File: config.mk
export PLATFORM = sky130hd
export DESIGN_NAME = reset_source_controller
export DESIGN_NICKNAME = d
export VERILOG_FILES = /design/src/common/rsc_pkg.sv /design/src/logic/reset_source_controller.sv
export SDC_FILE = /design/constraint.sdc
export NUM_CORES = 1
export LEC_CHECK = 0
export BUFFER_PORTS_ARGS = -buffer_cell sky130_fd_sc_hd__buf_2
export CORE_MARGIN = 2
export CORE_UTILIZATION = 47
export DETAILED_ROUTE_END_ITERATION = 12
export PLACE_DENSITY = 0.77
export RECOVER_POWER = 25
export SLEW_MARGIN = 15
export SYNTH_ARGS = -nofsm -noshare
export SYNTH_HDL_FRONTEND = slang
export SYNTH_SLANG_ARGS = --single-unit
File: constraint.sdc
create_clock -name ref_clk -period 2.9 [get_ports ref_clk]
set_input_delay 0.725 -clock ref_clk [delete_from_list [all_inputs] [get_ports ref_clk]]
set_output_delay 0.725 -clock ref_clk [all_outputs]
set_load 0.05 [all_outputs]
File: src/common/rsc_pkg.sv
package rsc_pkg;

  // ==========================================
  // clock and timing
  localparam int CLK_MHZ = 50;
  // shortest time a reset is held internally
  localparam int HOLD_NS = 100;
  localparam logic [3:0] HOLD_CYC = 4'((HOLD_NS * CLK_MHZ + 999) / 1000);
  // system clock gap that counts as a missing clock
  localparam int MISSCLK_TIMEOUT_NS = 500;
  localparam logic [5:0] MISSCLK_CYC = 6'((MISSCLK_TIMEOUT_NS * CLK_MHZ + 999) / 1000);
  localparam int WDOG_DIV = 12;
  localparam logic [3:0] WDOG_DIV_LAST = 4'(WDOG_DIV - 1);

  // ==========================================
  // register map
  localparam logic [7:0] ADDR_SUPPLY_CTRL = 8'hFF;
  localparam logic [7:0] ADDR_RESET_SRC = 8'hEF;
  localparam int BIT_SUP_EN = 7;
  localparam int BIT_SUP_STAT = 6;
  localparam int BIT_PIN = 0;
  localparam int BIT_POR = 1;
  localparam int BIT_MISSCLK = 2;
  localparam int BIT_WDOG = 3;
  localparam int BIT_SW = 4;
  localparam int BIT_CMP = 5;
  localparam int BIT_FERR = 6;
  localparam logic [15:0] CODE_LIMIT = 16'h3DFF;

  // ==========================================
  // values after power-on
  localparam logic SUP_EN_POR = 1'b1;
  localparam logic SUP_SEL_POR = 1'b1;
  localparam logic [6:0] FLAGS_POR = 7'h00;
  localparam logic [7:0] RDATA_RST = 8'h00;

  // ==========================================
  // types
  typedef enum {CAUSE_POR, CAUSE_SUPPLY, CAUSE_PIN, CAUSE_MISSCLK,
                CAUSE_CMP, CAUSE_WDOG, CAUSE_FERR, CAUSE_SW} cause_t;
  typedef enum {ST_RUN, ST_HOLD, ST_RELEASE} state_t;
  typedef struct packed {
    logic valid;
    logic [15:0] addr;
  } mem_req_t;
  typedef struct packed {
    logic ferr;
    logic cmp;
    logic sw;
    logic wdog;
    logic missClk;
    logic por;
    logic pin;
  } flags_t;

endpackage

File: src/logic/reset_source_controller.sv
`timescale 1ns/1ns
`default_nettype none
// What this block does
// - supply reset needs enable and selection
// - supply enable set by power-on, else sticky
// - status bit 6 shows live supply
// - control bits 5:0 ignored, read zero
// - low reset pin holds device in reset
// - pin reset sets bit 0 on exit
// - stalled system clock triggers missing-clock reset
// - bit 2 reads 1 only after missing-clock
// - bit 2 write enables or disables detector
// - resets other than power-on and supply leave reset pin undriven
// - bit 5 write 1 enables comparator reset
// - low comparator output resets when enabled
// - comparator flag set only after comparator reset
// - every reset re-enables watchdog, clock /12
// - watchdog expiry resets and sets flag
// - flash write above limit gives error
// - code read above limit gives error
// - fetch above limit gives error
// - security-forbidden flash access gives error
// - flash error reset sets bit 6
// - bit 4 write forces reset, reads 1
// - bit 1 power flag, write selects monitor
// - bit 3 read-only watchdog flag
module reset_source_controller (
  input wire logic ref_clk,
  input wire logic srst,
  input wire logic [7:0] sfrAddr,
  input wire logic sfrWrite,
  input wire logic [7:0] sfrWdata,
  output logic [7:0] sfrRdata,
  input wire logic supplyAboveRaw,
  input wire logic resetPinIn,
  output logic resetPinOut,
  output logic resetPinOe,
  input wire logic sysClkIn,
  input wire logic comparatorOutRaw,
  input wire logic watchdogExpired,
  input wire logic flashWriteEnable,
  input wire rsc_pkg::mem_req_t dataMoveWrite,
  input wire rsc_pkg::mem_req_t codeRead,
  input wire rsc_pkg::mem_req_t fetch,
  input wire logic flashSecurityFault,
  output logic systemReset,
  output logic watchdogForceOn,
  output logic watchdogTick,
  output logic supplyMonitorOn
);

  // ==========================================
  // synchronisers
  logic [3:0] asyncRaw;
  logic [3:0] sync1_r;
  logic [3:0] sync2_r;
  logic supplyOk;
  logic pinHigh;
  logic cmpHigh;
  logic sysClkS;

  assign asyncRaw = {sysClkIn, comparatorOutRaw, resetPinIn, supplyAboveRaw};

  // idle-high reset value keeps a fresh power-on from seeing false trips
  always_ff @(posedge ref_clk) begin
    if (srst) begin
      sync1_r <= 4'hF;
      sync2_r <= 4'hF;
    end else begin
      sync1_r <= asyncRaw;
      sync2_r <= sync1_r;
    end
  end

  assign supplyOk = sync2_r[0];
  assign pinHigh = sync2_r[1];
  assign cmpHigh = sync2_r[2];
  assign sysClkS = sync2_r[3];

  // ==========================================
  // state
  rsc_pkg::state_t state_r;
  rsc_pkg::cause_t cause_r;
  rsc_pkg::cause_t causeNxt;
  rsc_pkg::flags_t flags_r;
  logic [3:0] holdCnt_r;
  logic supEn_r;
  logic supSel_r;
  logic missClkEn_r;
  logic cmpEn_r;
  logic sysClkPrev_r;
  logic [5:0] missClkCnt_r;
  logic [3:0] wdogDiv_r;
  logic wdogTick_r;
  logic [7:0] sfrRdata_r;

  logic running;
  logic wrCtrl;
  logic wrSrc;
  logic supplyTrip;
  logic pinTrip;
  logic missClkTimedOut;
  logic missClkTrip;
  logic cmpTrip;
  logic wdogTrip;
  logic ferrTrip;
  logic swTrip;
  logic anyTrip;
  logic drivesPin;
  logic holdDone;
  logic exitOk;
  logic leaving;

  assign running = (state_r == rsc_pkg::ST_RUN);
  assign wrCtrl = running && sfrWrite && (sfrAddr == rsc_pkg::ADDR_SUPPLY_CTRL);
  assign wrSrc = running && sfrWrite && (sfrAddr == rsc_pkg::ADDR_RESET_SRC);

  function automatic logic overLimit(input rsc_pkg::mem_req_t req);
    overLimit = req.valid && (req.addr > rsc_pkg::CODE_LIMIT);
  endfunction

  // ==========================================
  // reset causes
  assign supplyTrip = supEn_r && supSel_r && !supplyOk;
  assign pinTrip = !pinHigh;
  assign missClkTimedOut = (missClkCnt_r >= rsc_pkg::MISSCLK_CYC);
  assign missClkTrip = missClkEn_r && missClkTimedOut;
  assign cmpTrip = cmpEn_r && !cmpHigh;
  assign wdogTrip = watchdogExpired;
  assign ferrTrip = (flashWriteEnable && overLimit(dataMoveWrite))
    || overLimit(codeRead)
    || overLimit(fetch)
    || flashSecurityFault;
  assign swTrip = wrSrc && sfrWdata[rsc_pkg::BIT_SW];
  assign anyTrip = supplyTrip || pinTrip || missClkTrip || cmpTrip
    || wdogTrip || ferrTrip || swTrip;

  // supply failure outranks everything since it also drives the pin
  always_comb begin
    if (supplyTrip) begin
      causeNxt = rsc_pkg::CAUSE_SUPPLY;
    end else if (pinTrip) begin
      causeNxt = rsc_pkg::CAUSE_PIN;
    end else if (missClkTrip) begin
      causeNxt = rsc_pkg::CAUSE_MISSCLK;
    end else if (cmpTrip) begin
      causeNxt = rsc_pkg::CAUSE_CMP;
    end else if (wdogTrip) begin
      causeNxt = rsc_pkg::CAUSE_WDOG;
    end else if (ferrTrip) begin
      causeNxt = rsc_pkg::CAUSE_FERR;
    end else begin
      causeNxt = rsc_pkg::CAUSE_SW;
    end
  end

  // ==========================================
  // reset sequencing
  assign drivesPin = (cause_r == rsc_pkg::CAUSE_POR)
    || (cause_r == rsc_pkg::CAUSE_SUPPLY);
  assign holdDone = (holdCnt_r >= rsc_pkg::HOLD_CYC);

  // level causes stay in reset until their source recovers
  always_comb begin
    unique case (cause_r)
      rsc_pkg::CAUSE_POR, rsc_pkg::CAUSE_SUPPLY: exitOk = supplyOk;
      rsc_pkg::CAUSE_PIN: exitOk = pinHigh;
      rsc_pkg::CAUSE_MISSCLK: exitOk = !missClkTimedOut;
      rsc_pkg::CAUSE_CMP: exitOk = cmpHigh;
      rsc_pkg::CAUSE_WDOG, rsc_pkg::CAUSE_FERR, rsc_pkg::CAUSE_SW: exitOk = 1'b1;
    endcase
  end

  assign leaving = ((state_r == rsc_pkg::ST_HOLD) && holdDone && exitOk && !drivesPin)
    || ((state_r == rsc_pkg::ST_RELEASE) && pinHigh);

  always_ff @(posedge ref_clk) begin
    if (srst) begin
      state_r <= rsc_pkg::ST_HOLD;
      cause_r <= rsc_pkg::CAUSE_POR;
    end else begin
      unique case (state_r)
        rsc_pkg::ST_RUN: begin
          if (anyTrip) begin
            state_r <= rsc_pkg::ST_HOLD;
            cause_r <= causeNxt;
          end
        end
        rsc_pkg::ST_HOLD: begin
          if (holdDone && exitOk) begin
            state_r <= drivesPin ? rsc_pkg::ST_RELEASE : rsc_pkg::ST_RUN;
          end
        end
        rsc_pkg::ST_RELEASE: begin
          // our own drive must have let go of the pin before the core runs
          if (pinHigh) begin
            state_r <= rsc_pkg::ST_RUN;
          end
        end
      endcase
    end
  end

  always_ff @(posedge ref_clk) begin
    if (srst || running) begin
      holdCnt_r <= 4'h0;
    end else if (!holdDone) begin
      holdCnt_r <= holdCnt_r + 4'h1;
    end
  end

  // ==========================================
  // reset flags
  function automatic rsc_pkg::flags_t causeFlags(input rsc_pkg::cause_t c);
    causeFlags = '0;
    unique case (c)
      rsc_pkg::CAUSE_POR, rsc_pkg::CAUSE_SUPPLY: causeFlags.por = 1'b1;
      rsc_pkg::CAUSE_PIN: causeFlags.pin = 1'b1;
      rsc_pkg::CAUSE_MISSCLK: causeFlags.missClk = 1'b1;
      rsc_pkg::CAUSE_CMP: causeFlags.cmp = 1'b1;
      rsc_pkg::CAUSE_WDOG: causeFlags.wdog = 1'b1;
      rsc_pkg::CAUSE_FERR: causeFlags.ferr = 1'b1;
      rsc_pkg::CAUSE_SW: causeFlags.sw = 1'b1;
    endcase
  endfunction

  // flags change only on reset exit, so no software clear can race them
  always_ff @(posedge ref_clk) begin
    if (srst) begin
      flags_r <= rsc_pkg::FLAGS_POR;
    end else if (leaving) begin
      flags_r <= causeFlags(cause_r);
    end
  end

  // ==========================================
  // configuration bits
  always_ff @(posedge ref_clk) begin
    if (srst) begin
      supEn_r <= rsc_pkg::SUP_EN_POR;
    end else if (wrCtrl) begin
      supEn_r <= sfrWdata[rsc_pkg::BIT_SUP_EN];
    end
  end

  always_ff @(posedge ref_clk) begin
    if (srst) begin
      supSel_r <= rsc_pkg::SUP_SEL_POR;
    end else if (wrSrc) begin
      supSel_r <= sfrWdata[rsc_pkg::BIT_POR];
    end
  end

  always_ff @(posedge ref_clk) begin
    if (srst || !running) begin
      missClkEn_r <= 1'b0;
    end else if (wrSrc) begin
      missClkEn_r <= sfrWdata[rsc_pkg::BIT_MISSCLK];
    end
  end

  always_ff @(posedge ref_clk) begin
    if (srst || !running) begin
      cmpEn_r <= 1'b0;
    end else if (wrSrc) begin
      cmpEn_r <= sfrWdata[rsc_pkg::BIT_CMP];
    end
  end

  // ==========================================
  // missing-clock one-shot, retriggered by each system clock edge
  always_ff @(posedge ref_clk) begin
    if (srst) begin
      sysClkPrev_r <= 1'b1;
      missClkCnt_r <= 6'h00;
    end else begin
      sysClkPrev_r <= sysClkS;
      if (sysClkS != sysClkPrev_r) begin
        missClkCnt_r <= 6'h00;
      end else if (!missClkTimedOut) begin
        missClkCnt_r <= missClkCnt_r + 6'h01;
      end
    end
  end

  // ==========================================
  // watchdog defaults: prescaler restarts from zero after every reset
  always_ff @(posedge ref_clk) begin
    if (srst || !running || wdogDiv_r == rsc_pkg::WDOG_DIV_LAST) begin
      wdogDiv_r <= 4'h0;
    end else begin
      wdogDiv_r <= wdogDiv_r + 4'h1;
    end
  end

  always_ff @(posedge ref_clk) begin
    if (srst) begin
      wdogTick_r <= 1'b0;
    end else begin
      wdogTick_r <= running && (wdogDiv_r == rsc_pkg::WDOG_DIV_LAST);
    end
  end

  // ==========================================
  // register reads, one cycle after the address
  always_ff @(posedge ref_clk) begin
    if (srst) begin
      sfrRdata_r <= rsc_pkg::RDATA_RST;
    end else begin
      unique case (sfrAddr)
        rsc_pkg::ADDR_SUPPLY_CTRL: sfrRdata_r <= {supEn_r, supplyOk, 6'h00};
        rsc_pkg::ADDR_RESET_SRC: sfrRdata_r <= {1'b0, flags_r};
        default: sfrRdata_r <= 8'h00;
      endcase
    end
  end

  // ==========================================
  // outputs
  assign sfrRdata = sfrRdata_r;
  assign resetPinOut = 1'b0;
  assign resetPinOe = (state_r == rsc_pkg::ST_HOLD) && drivesPin;
  assign systemReset = !running;
  assign watchdogForceOn = !running;
  assign watchdogTick = wdogTick_r;
  assign supplyMonitorOn = supEn_r;
endmodule
`default_nettype wire

==> reports/summary.txt <==
fraction of layout cells with a size suffix above 1 = 29.11%
Synth Area in Compound Gates = 12.65%
initial antenna violation count = 0
Synth area leaders = dfxtp_1 45%, ha_1 5.9%, nor2_1 4.4%
Clock Power Share = 24.6%
arrival time of the worst setup path = 2.53 ns
slowest stage delay, CP = 0.53 ns
gr ovfl total = 0
Least-Margin Pin Slew = 1.377 ns
Pwr Total = 1.616 mW
crit path kind = input port to register
via count = 1725
Die W = 71.27 µm
Synth cell types = 47
CP Data Required Time = 3.02 ns
DRC viols = 0
Yosys top cell area share = 45.18%
FMAX = 414.5 MHz
relative slew slack = 8.177%
Crit. End Element = register
Post-CTS Setup Bufs = 0
Synth Cell Area = 2127 µm²
number of diodes = 0
number of port buffers = 59
Synth Instances = 231
fin cells = 344
adder-cell area share of the yosys netlist = 5.882%
first-pass GRT wire length = 6637 µm
Slew Viols, Final = 0
Skew-Pair Late Insertion Delay = 0.29 ns
Final setup viols = 0
core area = 4354 µm²
drt initial violations = 69
Power Dens Cells = 632.7 nW/µm²
RD Place Congestion = 0.8715
switching share of power = 33.41%
post-place instance area = 2462 µm²
post-layout min period = 2.412 ns
Vias/cell = 5.015
vias in the first global route = 1632
syn nets = 318
Logic pwr share = 28.7%
leak pwr = 1.107 nW
clock skew = 0.003059 ns
crit start category = input port
Synthesis Warnings = 0
cell taking the most area after synthesis = dfxtp_1
post-synthesis mux area share = 3.765%
Starting Density = 48.85%
post-synthesis xor/xnor area fraction = 2.882%
total negative slack = 0 ns
GRT Util Overall = 16.30%
worst-case clock buffer depth = 2
Max-Cap Viols = 0
Layout Cell Area excl Fill = 2555 µm²
cts hold-fix bufs = 0
number of synthesized flops with an enable pin = 0
Post-DP HPWL = 2979 µm
Util after Layout = 58.68%
Die ar. = 5079 µm²
Die Height = 71.27 µm
crit-path cells = buf_2 -> and3_1 -> a311o_1 -> a311o_1 -> o41ai_2 -> a311o_1 -> a21oi_1
CTS Root Cell = clkbuf_8
Seq pwr share = 46.7%
outcome = finished, final reports clean
Clock transition at path regs = 0.08 ns
clock sink count = 48
Fill cells = 390
post-route ant nets = 0
final wirelength = 3915 µm
slowest library cell on the worst path = o41ai_2
sequential-to-total area share from yosys stat = 45.18%
Yosys reg bits = 48
Ports = 91
ys async rst share = 0%
CP max FO = 4
CTS tree = done
Post-CTS Resized = 0
post-synthesis average cell area = 9.208 µm²
Simple-Gate Fraction of Synth Area = 25.29%
largest family of logic cells by synthesized area = simple AND/OR/NAND/NOR gates
RSZ-0062 raised after global routing = no
CTS Buf Count = 5
drt wl/cell = 11.38 µm
Net Sw Power = 0.5401 mW
Final #Nets = 378
fin crit share = 83.18%
Cell Int Power = 1.076 mW
most numerous cell on the critical path = a311o_1
Main synth FF type = dfxtp_1
Cell Rows = 24
Worst Hold Class = register to register
Syn-to-layout area delta = 20.12%
Hold Vio Cnt, Final = 0
Detailed Routing Iterations Pass 1 = 4
largest net degree at the start of global routing = 36
H-tree Lvls = 2
maximum VDD drop = 380.8 µV
placed insts = 336
[sequential cells by signal, summed over array words and instances (netlist names)]
signal / cells
cause_r: 3
cmpEn_r: 1
flags_r: 7
holdCnt_r: 4
missClkCnt_r: 6
missClkEn_r: 1
sfrRdata: 8
state_r: 2
supSel_r: 1
supplyMonitorOn: 1
sync1_r: 4
sync2_r: 4
sysClkPrev_r: 1
watchdogTick: 1
wdogDiv_r: 4
[power by group through the flow]
stage                     registers (mW)  logic (mW)  clock network, mW
after global placement             0.768       0.456                  0
after CTS                          0.754       0.470              0.412
after detailed placement           0.769       0.468                  0
after global routing               0.765       0.521              0.441
after floorplan                    0.758       0.366                  0
final                              0.755       0.464              0.397
[path summary, 6_finish.rpt]
path	from	endpoint	slack [ns]	depth (start not counted)
hold / removal	sync1_r[1]	sync2_r[1]	0.41	1
hold reg to reg	sync1_r[1]	sync2_r[1]	0.41	1
setup reg to reg	missClkCnt_r[0]	state_r[1]	0.70	8
setup / recovery	dataMoveWrite[10]	cause_r[1]	0.49	7
[critical path, delay by kind of cell]
kind | cells | cell delay [ns]
compound gates | 5 | 1.53
buf+inv | 1 | 0.10
simple gates | 1 | 0.18
[per-layer routing]
layer,track usage (%),share of wire (%),vias to the layer above,wire (µm)
met2,30.25,48,55,1868
li1,-,-,911,-
met4,6.499,2.1,0,83
met1,17.04,43,751,1665
met3,4.923,7.6,8,297
met5,0,0,-,0
[logic make-up (layout without fill, tap and decap cells)]
logic type / after synthesis / in the layout
compound gates: 35 / 35
xor+xnor: 7 / 7
fa+ha+maj: 10 / 10
buf+inv: 21 / 82
flops: 48 / 48
mux: 8 / 8
other cells: 1 / 1
simple gates: 101 / 101
[layout make-up]
type / instances / area (µm²) / area share (%)
timing repair buffer: 61 / 309.0 / 12.10
sequential: 48 / 960.9 / 37.61
tap: 52 / 65.06 / 2.547
clock buffer: 7 / 86.33 / 3.379
inverter: 13 / 48.80 / 1.910
clock inverter: 1 / 7.507 / 0.2938
multi-input combinational: 162 / 1077 / 42.16
[synthesized netlist by cell type (2+ instances only)]
cell type / instances
inv_1: 13
mux2i_1: 8
nand2b_1: 8
nor2_1: 25
clkbuf_1: 4
nand2_1: 19
xor2_1: 3
nand3b_1: 2
buf_2: 2
nor3_1: 8
o21ai_0: 6
a311o_1: 3
nand4_1: 4
xnor2_1: 4
or2_2: 11
or3_1: 4
dfxtp_1: 48
ha_1: 10
and2_1: 6
buf_4: 2
nor2b_1: 3
and3_1: 2
a41oi_1: 2
a21oi_1: 11
[through the flow]
step,setup WS (ns),hold WS [ns]
global route,0.4085,0.4283
detailed placement,0.2278,0.3948
CTS,0.5467,0.4149
global placement,0.2437,0.3913
finish,0.4877,0.4134
floorplan,0.5065,0.3895
[cells in the final DEF, fill, tap and decap left out, types with 6 or more instances in the layout]
cell type / n
a21oi_1: 11
and2_1: 6
buf_2: 58
clkbuf_8: 6
dfxtp_1: 48
ha_1: 10
inv_1: 13
mux2i_1: 8
nand2_1: 19
nand2b_1: 8
nor2_1: 25
nor3_1: 8
o21ai_0: 6
or2_2: 11
(Power assumes the default switching activity.)
